## src/verilog/scan_seq_pkg.sv

```systemverilog
// constants and types shared by the linear pixel array scan sequencer
package scan_seq_pkg;
   // array organisation
   localparam int unsigned SECTIONS = 2;
   localparam int unsigned DATA_W = 12;
   localparam int unsigned FIFO_DEPTH = 16;
   localparam int unsigned CNT_W = 11;
   localparam int unsigned PIXELS = 640;
   localparam int unsigned RESET_CLKS = 18;
   // shift clock edge numbers, the capturing edge is edge one
   localparam logic [CNT_W-1:0] CNT_FIRST = 11'h001;
   localparam logic [CNT_W-1:0] CNT_CARRY = CNT_W'(PIXELS);
   localparam logic [CNT_W-1:0] CNT_INTEG = CNT_W'(RESET_CLKS + 1);
   // width of the synchronised input group
   localparam int unsigned SYNC_W = 7;
   // bit positions inside the synchronised input group
   localparam int unsigned SY_CLK = 0;
   localparam int unsigned SY_START = 2;
   localparam int unsigned SY_FRZ = 4;
   localparam int unsigned SY_SERIAL = 6;
   // readout phase of one section
   typedef enum logic [2:0] {
      PH_IDLE = 3'b001,
      PH_READ = 3'b010,
      PH_CARRY = 3'b100
   } phase_t;
endpackage : scan_seq_pkg

```

## src/verilog/sync_two_ff.sv

```systemverilog
// two flip-flop synchroniser for a group of asynchronous level inputs
`timescale 1ns/1ps
module sync_two_ff #(
   parameter int unsigned W = 1
) (
   input wire logic clk_i,
   input wire logic rst_i,
   input wire logic en_i,
   input wire logic [W-1:0] async_i,
   output logic [W-1:0] sync_o
);
   typedef struct packed {
      logic [W-1:0] s1;
      logic [W-1:0] s2;
   } sync_state_t;

   sync_state_t r;
   sync_state_t r_nxt;

   // first stage feeds only the second stage
   always_comb begin
      r_nxt = r;
      if (en_i) begin
         r_nxt.s1 = async_i;
         r_nxt.s2 = r.s1;
      end
   end

   // state register
   always_ff @(posedge clk_i or posedge rst_i) begin
      if (rst_i) begin
         r <= '0;
      end else begin
         r <= r_nxt;
      end
   end

   assign sync_o = r.s2;
endmodule : sync_two_ff

```

## src/verilog/pixel_fifo.sv

```systemverilog
// flip-flop fifo with valid and ready on both sides
`timescale 1ns/1ps
module pixel_fifo #(
   parameter int unsigned W = 12,
   parameter int unsigned DEPTH = 16
) (
   input wire logic clk_i,
   input wire logic rst_i,
   input wire logic en_i,
   input wire logic [W-1:0] in_data_i,
   input wire logic in_valid_i,
   output logic in_ready_o,
   output logic [W-1:0] out_data_o,
   output logic out_valid_o,
   input wire logic out_ready_i
);
   localparam int unsigned AW = $clog2(DEPTH);
   localparam logic [AW:0] FULL = (AW+1)'(DEPTH);
   localparam logic [AW-1:0] LAST = AW'(DEPTH - 1);

   typedef struct packed {
      logic [DEPTH-1:0][W-1:0] mem;
      logic [AW-1:0] wr;
      logic [AW-1:0] rd;
      logic [AW:0] cnt;
   } fifo_state_t;

   fifo_state_t r;
   fifo_state_t r_nxt;
   logic push;
   logic pop;

   // honest full and empty from the fill count
   assign in_ready_o = (r.cnt != FULL);
   assign out_valid_o = (r.cnt != '0);
   assign out_data_o = r.mem[r.rd];
   assign push = en_i && in_valid_i && in_ready_o;
   assign pop = en_i && out_valid_o && out_ready_i;

   // write, read and count update
   always_comb begin
      r_nxt = r;
      if (push) begin
         r_nxt.mem[r.wr] = in_data_i;
         r_nxt.wr = (r.wr == LAST) ? '0 : r.wr + 1'b1;
      end
      if (pop) begin
         r_nxt.rd = (r.rd == LAST) ? '0 : r.rd + 1'b1;
      end
      if (push && !pop) begin
         r_nxt.cnt = r.cnt + 1'b1;
      end else if (pop && !push) begin
         r_nxt.cnt = r.cnt - 1'b1;
      end
   end

   // state register
   always_ff @(posedge clk_i or posedge rst_i) begin
      if (rst_i) begin
         r <= '0;
      end else begin
         r <= r_nxt;
      end
   end
endmodule : pixel_fifo

```

## src/verilog/linear_pixel_array_scan_sequencer.sv

```systemverilog
// scan and readout sequencer for a two-section linear pixel array
//
// Function
// - each section holds a 640-stage scan selecting readout pixel and integrator reset
// - freeze strobe rising edge disconnects all samples and begins integrator reset
// - start pulse walks through the section, one pixel value driven per clock
// - integrator reset ends 18 clocks after start capture, integration then begins
// - carry output goes high on the 640th rising clock edge after start
// - 641st rising edge ends carry and returns the section output to high impedance
// - serial chaining: second carry rises on clock 1280 from the original start
// - section output is high impedance outside its output phase
// - serial mode: first carry starts section two, first freeze feeds second freeze
// - second carry usable as cascade start or end-of-data indication
// - freeze transfers all samples at once, sharing integration start and stop
// - each section's own shift clock governs output and integrator reset end; transfer follows the freeze strobe
`timescale 1ns/1ps
module linear_pixel_array_scan_sequencer (
   input wire logic clk_i,
   input wire logic rst_i,
   input wire logic en_i,
   input wire logic chain_serial_i,
   input wire logic section1_shift_clock_i,
   input wire logic section2_shift_clock_i,
   input wire logic section1_scan_start_in_i,
   input wire logic section2_scan_start_in_i,
   input wire logic section1_freeze_strobe_i,
   input wire logic section2_freeze_strobe_i,
   input wire logic [scan_seq_pkg::DATA_W-1:0] section1_sample_data_i,
   input wire logic section1_sample_valid_i,
   output logic section1_sample_ready_o,
   input wire logic [scan_seq_pkg::DATA_W-1:0] section2_sample_data_i,
   input wire logic section2_sample_valid_i,
   output logic section2_sample_ready_o,
   output logic [scan_seq_pkg::DATA_W-1:0] section1_pixel_voltage_out_o,
   output logic section1_pixel_voltage_oe_o,
   output logic [scan_seq_pkg::DATA_W-1:0] section2_pixel_voltage_out_o,
   output logic section2_pixel_voltage_oe_o,
   output logic section1_scan_carry_out_o,
   output logic section2_scan_carry_out_o,
   output logic section1_hold_pulse_o,
   output logic section2_hold_pulse_o,
   output logic section1_integrating_o,
   output logic section2_integrating_o,
   output logic section1_underrun_o,
   output logic section2_underrun_o
);
   localparam int unsigned NS = scan_seq_pkg::SECTIONS;
   localparam int unsigned DW = scan_seq_pkg::DATA_W;
   localparam int unsigned CW = scan_seq_pkg::CNT_W;

   // per-section sequencing state
   typedef struct packed {
      scan_seq_pkg::phase_t phase;
      logic [CW-1:0] cnt;
      logic in_reset;
      logic integ;
      logic out_en;
      logic carry;
      logic hold;
      logic underrun;
      logic [DW-1:0] data;
   } sec_t;

   // whole module state
   typedef struct packed {
      sec_t [NS-1:0] sec;
      logic [NS-1:0] clk_prev;
      logic [NS-1:0] frz_prev;
   } state_t;

   localparam sec_t SEC_RST = '{
      phase: scan_seq_pkg::PH_IDLE,
      cnt: '0,
      in_reset: 1'b0,
      integ: 1'b0,
      out_en: 1'b0,
      carry: 1'b0,
      hold: 1'b0,
      underrun: 1'b0,
      data: '0
   };
   localparam state_t STATE_RST = '{
      sec: {NS{SEC_RST}},
      clk_prev: '0,
      frz_prev: '0
   };

   // registered state and its next value
   state_t r;
   state_t r_nxt;

   // controller pins before and after the synchroniser
   logic [scan_seq_pkg::SYNC_W-1:0] raw_in;
   logic [scan_seq_pkg::SYNC_W-1:0] sy;

   // synchronised pins by section
   logic [NS-1:0] clk_s;
   logic [NS-1:0] start_s;
   logic [NS-1:0] frz_s;
   logic serial_s;

   // sample stream into each section's buffer
   logic [NS-1:0][DW-1:0] smp_data;
   logic [NS-1:0] smp_valid;
   logic [NS-1:0] smp_ready;

   // buffer read side, popped once per pixel
   logic [NS-1:0][DW-1:0] fifo_data;
   logic [NS-1:0] fifo_valid;
   logic [NS-1:0] pop_req;

   // per-section views of the output flops
   logic [NS-1:0][DW-1:0] pix_q;
   logic [NS-1:0] oe_q;
   logic [NS-1:0] carry_q;
   logic [NS-1:0] hold_q;
   logic [NS-1:0] integ_q;
   logic [NS-1:0] under_q;

   // all pins from the controller cross into clk_i through two flops
   // start and clock share one path, so start is seen against the same clock level
   assign raw_in = {chain_serial_i,
                    section2_freeze_strobe_i, section1_freeze_strobe_i,
                    section2_scan_start_in_i, section1_scan_start_in_i,
                    section2_shift_clock_i, section1_shift_clock_i};

   sync_two_ff #(
      .W(scan_seq_pkg::SYNC_W)
   ) u_sync (
      .clk_i(clk_i),
      .rst_i(rst_i),
      .en_i(en_i),
      .async_i(raw_in),
      .sync_o(sy)
   );

   // split the synchronised group
   assign clk_s = sy[scan_seq_pkg::SY_CLK +: NS];
   assign start_s = sy[scan_seq_pkg::SY_START +: NS];
   assign frz_s = sy[scan_seq_pkg::SY_FRZ +: NS];
   assign serial_s = sy[scan_seq_pkg::SY_SERIAL];

   // sample streams gathered by section
   assign smp_data[0] = section1_sample_data_i;
   assign smp_data[1] = section2_sample_data_i;
   assign smp_valid[0] = section1_sample_valid_i;
   assign smp_valid[1] = section2_sample_valid_i;
   assign section1_sample_ready_o = smp_ready[0];
   assign section2_sample_ready_o = smp_ready[1];

   // one pixel buffer per section, drained one word per output clock
   // a missing word never stalls the scan: the last word is held, underrun flagged
   for (genvar s = 0; s < NS; s++) begin : g_buf
      pixel_fifo #(
         .W(DW),
         .DEPTH(scan_seq_pkg::FIFO_DEPTH)
      ) u_fifo (
         .clk_i(clk_i),
         .rst_i(rst_i),
         .en_i(en_i),
         .in_data_i(smp_data[s]),
         .in_valid_i(smp_valid[s]),
         .in_ready_o(smp_ready[s]),
         .out_data_o(fifo_data[s]),
         .out_valid_o(fifo_valid[s]),
         .out_ready_i(pop_req[s])
      );
   end

   // sequencing of both sections
   always_comb begin
      logic edge_s;
      logic start_eff;
      logic frz_eff;
      logic frz_rise;
      logic [CW-1:0] cnt_inc;
      r_nxt = r;
      pop_req = '0;
      edge_s = 1'b0;
      start_eff = 1'b0;
      frz_eff = 1'b0;
      frz_rise = 1'b0;
      cnt_inc = '0;
      for (int s = 0; s < NS; s++) begin
         // each section runs on edges of its own shift clock
         edge_s = clk_s[s] && !r.clk_prev[s];
         start_eff = start_s[s];
         frz_eff = frz_s[s];
         // serial chaining: section two follows section one, its own start and freeze pins ignored
         if (s == 1 && serial_s) begin
            start_eff = r.sec[0].carry;
            frz_eff = frz_s[0];
         end
         frz_rise = frz_eff && !r.frz_prev[s];
         cnt_inc = r.sec[s].cnt + 1'b1;
         r_nxt.clk_prev[s] = clk_s[s];
         r_nxt.frz_prev[s] = frz_eff;
         r_nxt.sec[s].hold = 1'b0;
         // freeze: latch every sample at once and restart integrator reset
         if (frz_rise) begin
            r_nxt.sec[s].hold = 1'b1;
            r_nxt.sec[s].in_reset = 1'b1;
            r_nxt.sec[s].integ = 1'b0;
         end
         if (edge_s) begin
            if (start_eff) begin
               // start captured: this edge is edge one, pixel one out
               r_nxt.sec[s].phase = scan_seq_pkg::PH_READ;
               r_nxt.sec[s].cnt = scan_seq_pkg::CNT_FIRST;
               r_nxt.sec[s].out_en = 1'b1;
               r_nxt.sec[s].carry = 1'b0;
               r_nxt.sec[s].underrun = 1'b0;
               pop_req[s] = 1'b1;
            end else begin
               unique case (r.sec[s].phase)
                  scan_seq_pkg::PH_IDLE: begin
                     r_nxt.sec[s].out_en = 1'b0;
                  end
                  scan_seq_pkg::PH_READ: begin
                     r_nxt.sec[s].cnt = cnt_inc;
                     pop_req[s] = 1'b1;
                     if (cnt_inc == scan_seq_pkg::CNT_CARRY) begin
                        r_nxt.sec[s].carry = 1'b1;
                        r_nxt.sec[s].phase = scan_seq_pkg::PH_CARRY;
                     end
                  end
                  scan_seq_pkg::PH_CARRY: begin
                     r_nxt.sec[s].cnt = cnt_inc;
                     r_nxt.sec[s].carry = 1'b0;
                     r_nxt.sec[s].out_en = 1'b0;
                     r_nxt.sec[s].phase = scan_seq_pkg::PH_IDLE;
                  end
                  default: begin
                     // an upset phase code parks the section with its output floated
                     r_nxt.sec[s].phase = scan_seq_pkg::PH_IDLE;
                     r_nxt.sec[s].carry = 1'b0;
                     r_nxt.sec[s].out_en = 1'b0;
                  end
               endcase
            end
            // integrator reset lasts until edge 19, i.e. 18 clocks after capture
            // a freeze in the same cycle keeps the reset running, the set wins
            if (r.sec[s].in_reset && !start_eff && r.sec[s].phase != scan_seq_pkg::PH_IDLE
                && cnt_inc == scan_seq_pkg::CNT_INTEG && !frz_rise) begin
               r_nxt.sec[s].in_reset = 1'b0;
               r_nxt.sec[s].integ = 1'b1;
            end
         end
         // drive the next pixel word, flag an empty buffer
         if (pop_req[s]) begin
            if (fifo_valid[s]) begin
               r_nxt.sec[s].data = fifo_data[s];
            end else begin
               r_nxt.sec[s].underrun = 1'b1;
            end
         end
      end
      if (!en_i) begin
         r_nxt = r;
         pop_req = '0;
      end
   end

   // state register
   always_ff @(posedge clk_i or posedge rst_i) begin
      if (rst_i) begin
         r <= STATE_RST;
      end else begin
         r <= r_nxt;
      end
   end

   // gather the state flops by section
   for (genvar s = 0; s < NS; s++) begin : g_view
      assign pix_q[s] = r.sec[s].data;
      assign oe_q[s] = r.sec[s].out_en;
      assign carry_q[s] = r.sec[s].carry;
      assign hold_q[s] = r.sec[s].hold;
      assign integ_q[s] = r.sec[s].integ;
      assign under_q[s] = r.sec[s].underrun;
   end

   // outputs straight from the state flops
   assign section1_pixel_voltage_out_o = pix_q[0];
   assign section2_pixel_voltage_out_o = pix_q[1];
   assign section1_pixel_voltage_oe_o = oe_q[0];
   assign section2_pixel_voltage_oe_o = oe_q[1];
   assign section1_scan_carry_out_o = carry_q[0];
   assign section2_scan_carry_out_o = carry_q[1];
   assign section1_hold_pulse_o = hold_q[0];
   assign section2_hold_pulse_o = hold_q[1];
   assign section1_integrating_o = integ_q[0];
   assign section2_integrating_o = integ_q[1];
   assign section1_underrun_o = under_q[0];
   assign section2_underrun_o = under_q[1];
endmodule : linear_pixel_array_scan_sequencer

```

## config.mk

```make
export PLATFORM = sky130hd
export DESIGN_NAME = linear_pixel_array_scan_sequencer
export DESIGN_NICKNAME = d
export VERILOG_FILES = /design/src/verilog/scan_seq_pkg.sv /design/src/verilog/sync_two_ff.sv /design/src/verilog/pixel_fifo.sv /design/src/verilog/linear_pixel_array_scan_sequencer.sv
export SDC_FILE = /design/constraint.sdc
export NUM_CORES = 1
export LEC_CHECK = 0
export ABC_AREA = 0
export BUFFER_PORTS_ARGS = -buffer_cell sky130_fd_sc_hd__clkbuf_2
export CORE_ASPECT_RATIO = 0.7
export CORE_MARGIN = 2
export CORE_UTILIZATION = 45
export CTS_CLUSTER_SIZE = 20
export DETAILED_ROUTE_END_ITERATION = 6
export PLACE_DENSITY = 0.62
export SYNTH_ARGS = -nofsm -noshare
export SYNTH_HDL_FRONTEND = slang
export SYNTH_SLANG_ARGS = --single-unit
```

## constraint.sdc

```tcl
create_clock -name clk_i -period 22.2 [get_ports clk_i]
set_input_delay 4.44 -clock clk_i [delete_from_list [all_inputs] [get_ports clk_i]]
set_output_delay 4.44 -clock clk_i [all_outputs]
set_load 0.01 [all_outputs]
```

==> results_dict.tcl <==
set metrics [dict create \
    status "finished, final reports clean" \
    grt_setup_unrepaired "false" \
    ctsLongestPathBuffers 3 \
    drc_errors 0 \
    synthFlopType "sky130_fd_sc_hd__dfrtp_1" \
    ant_nets 0 \
    cts_repair_resize_count 0 \
    first_pass_grt_wire_length_um 81300 \
    synthesis.nets 1688 \
    p_int_mw 2.38 \
    place_area_um2 23700 \
    overflow_left_after_global_routing 0 \
    post-synth-top-area-cell "sky130_fd_sc_hd__dfrtp_1" \
    total_leakage_power_nw 11.4 \
    post_route_skew_ns 0.0306 \
    placement.setup.worst_slack_ns 14.61 \
    firstDrtPassIters 6 \
    ios 72 \
    cts.clk_slew.worst_paths_ns 0.06 \
    required_ns 22.71 \
    drive_gt1_share_pct 42.2 \
    dr_total_vias 13300 \
    peak_supply_drop_uv 69.3 \
    synth_area_leaders "sky130_fd_sc_hd__dfrtp_1 (53%), sky130_fd_sc_hd__mux2_2 (20%), sky130_fd_sc_hd__mux4_2 (10%), sky130_fd_sc_hd__o21ai_0 (1.6%), sky130_fd_sc_hd__nand2_1 (1.5%)" \
    net_switching_power_mw 1.06 \
    filler_cell_count_in_the_final_layout 4309 \
    p_clk_share_pct 25.1 \
    clock-root-buffer "sky130_fd_sc_hd__clkbuf_16" \
    r2r_end "g_buf[0].u_fifo.r[4]$_DFFE_PP0P_" \
    worst_setup_path_end_kind "flip-flop" \
    worst_pin_slew_ns 1.13 \
    final_min_period_over_clock_period_pct 31.6 \
    antenna_violations_before_repair 5 \
    netlist-cell-type-count 66 \
    highest_clock_rate_mhz 143 \
    timing.critical_path.from_type "input port" \
    row_count 69 \
    timing.final.crit_period_ns 7.01 \
    cts.repair_timing.setup_buffer_count 0 \
    synth_edf_count 0 \
    postSynthCellCount 1625 \
    first_global_vias 13400 \
    cts_sinks 490 \
    area_growth_syn_to_layout_pct 10.3 \
    most_frequently_used_cell_type_in_the_post_synthesis_netlist "sky130_fd_sc_hd__dfrtp_1" \
    finalPower_mw 3.44 \
    setup_viol 0 \
    cellPowerDensity_nw_per_um2 135 \
    hold_path_startpoint "g_buf[0].u_fifo.r[138]$_DFFE_PP0P_" \
    worstSetupPathType "input port to flip-flop" \
    worstHoldPathCells 1 \
    cts_tree "built" \
    place.port_buffers 71 \
    synth_top_area_share_pct 53.1 \
    wire_per_inst_um 21.9 \
    dpl_wire_length_um 31800 \
    final_design_area_no_fill_um2 25400 \
    cts-htree-levels 2 \
    routed_wl_um 51500 \
    multiInputGateArea_um2 9890 \
    reg2reg_depth 11 \
    max_cap_viol_count 0 \
    core_region_area_um2 50600 \
    die_h_um 193 \
    design.die.area_um2 52900 \
    x_dimension_of_the_die_um 274 \
    slew-limit-headroom_pct 24.7 \
    final-max-slew-violation-count 0 \
    crit_path_max_fanout 31 \
    synth.yosys.warnings 0 \
    netSwitchingFraction_pct 30.8 \
    worst-r2r-setup-slack_ns 18.77 \
    synth_seq_cells 490 \
    synthTopCellsByCount "sky130_fd_sc_hd__dfrtp_1 (488), sky130_fd_sc_hd__mux2_2 (409), sky130_fd_sc_hd__mux4_2 (104)" \
    power.share.sequential_pct 42.7 \
    regArea_um2 12300 \
    grt_usage_pct 20.0 \
    path_type_of_the_worst_min_delay_path "flip-flop to flip-flop" \
    hold_ep "g_buf[0].u_fifo.r[138]$_DFFE_PP0P_" \
    initial_core_util_pct 45.4 \
    fin_ws_ns 15.19 \
    asyncSetResetFlopFracSynth_pct 100 \
    worstReg2RegStart "r[33]$_DFFE_PP1P_" \
    maximum_number_of_pins_on_one_net_before_global_route_repair 135 \
    fin_tns_setup_ns 0 \
    part_of_the_total_power_dissipated_in_combinational_logic_pct 32.2 \
    gpl.final_weighted_congestion 0.840 \
    fin_nets 1698 \
    viasPerCell 5.64 \
    synth-seq-area-share_pct 53.4 \
    cts-buffers-inserted 50 \
    cts_hold_bufs 0 \
    timing.final.hold_violations 0 \
    clk-insertion-delay-late_ns 0.60 \
    synthesized_area_per_cell_um2 14.1 \
    netlist_area_um2 23000 \
    first_iter_violations 1066 \
    critical_path_arrival_ns 7.53 \
]
## per-layer routing
metal	vias to the layer above	part of all wire (%)	GRT usage [%]
met5	-	0.023	0
met4	2	1.1	4.18
met3	46	4.5	3.58
met2	226	44	29.2
met1	7041	50	31.2
li1	5936	-	-
## cells by family after synthesis
group	share of synthesized area, %
multiplexers	31.6
adder cells (fa/ha/maj)	1.54
buffers and inverters	3.65
flip-flops	53.4
AND/OR/NAND/NOR	4.94
XOR/XNOR	0.838
AO/OA/AOI/OAI	4.08
## metrics by stage
step                util [%]  hold WS (ns)  cells
finish                  50.1         0.480   2351
global route            50.1         0.496   2349
CTS                     50.1         0.485   2348
detailed placement      46.8         0.471   2257
global placement        46.8         0.465   2257
floorplan                  -         0.449   1625
## cell type report
type,count,share of cell area (%)
Multi-Input combinational cell,968,39.0
Tap cell,674,3.33
Timing Repair Buffer,93,2.10
Clock inverter,14,0.844
Clock buffer,77,5.81
Sequential cell,490,48.4
Inverter,32,0.503
Antenna cell,3,0.0296
## how the worst max path moves through the flow
stage,start,endpoint,slack [ns]
2_1_floorplan,rst_i,g_buf[0].u_fifo.r[0]$_DFFE_PP0P_,4.09
3_3_place_gp,en_i,g_buf[0].u_fifo.r[4]$_DFFE_PP0P_,14.68
3_5_place_dp,en_i,g_buf[0].u_fifo.r[4]$_DFFE_PP0P_,14.61
4_1_cts,en_i,g_buf[0].u_fifo.r[4]$_DFFE_PP0P_,15.23
5_1_grt,en_i,g_buf[0].u_fifo.r[4]$_DFFE_PP0P_,14.99
6_report,en_i,g_buf[0].u_fifo.r[4]$_DFFE_PP0P_,15.19
## worst max-delay path: stages
cell and delay [ns]:
sky130_fd_sc_hd__clkbuf_2 0.07, sky130_fd_sc_hd__buf_4 0.33, sky130_fd_sc_hd__nand2_1 0.13, sky130_fd_sc_hd__nor2_2 0.26, sky130_fd_sc_hd__o211ai_2 0.47, sky130_fd_sc_hd__ha_1 0.45, sky130_fd_sc_hd__inv_1 0.14, sky130_fd_sc_hd__ha_1 0.26
sky130_fd_sc_hd__nor2b_1 0.13, sky130_fd_sc_hd__o21a_1 0.18, sky130_fd_sc_hd__or3_1 0.30, sky130_fd_sc_hd__a21oi_1 0.19, sky130_fd_sc_hd__xor2_1 0.16
## power groups by stage
stage / registers (mW) / logic, mW / clock network (mW)
after global placement: 1.46 / 1.08 / 0
after floorplan: 1.39 / 0.930 / 0
after global routing: 1.51 / 1.21 / 0.923
after CTS: 1.47 / 1.12 / 0.884
final: 1.47 / 1.11 / 0.861
after detailed placement: 1.48 / 1.12 / 0
## sequential cells by signal (all words and copies together) (netlist names)
register / flops
section2_hold_pulse_o: 1
section2_underrun_o: 1
section2_pixel_voltage_out_o: 12
section1_underrun_o: 1
section1_hold_pulse_o: 1
section1_pixel_voltage_out_o: 12
section1_pixel_voltage_oe_o: 1
section2_pixel_voltage_oe_o: 1
u_sync.sync_o: 7
u_sync.r: 7
section2_integrating_o: 1
g_buf.u_fifo.r: 410
r: 34
section1_integrating_o: 1
## cells in the final DEF (no fill, tap or decap), drive strengths merged, types with 10 or more instances in the layout
| master | netlist | routed |
|---|---|---|
| and3 | 19 | 19 |
| nand3 | 29 | 29 |
| mux2 | 424 | 424 |
| a21oi | 26 | 26 |
| dfrtp | 488 | 488 |
| ha | 25 | 25 |
| nand2 | 92 | 92 |
| mux4 | 108 | 108 |
| buf | 85 | 22 |
| inv | 32 | 34 |
| nor2 | 35 | 35 |
| xnor2 | 14 | 14 |
| o31ai | 10 | 10 |
| clkbuf | 50 | 148 |
| o21ai | 72 | 72 |
| nor3 | 10 | 10 |
No activity file was read; power rests on OpenSTA's default activity.
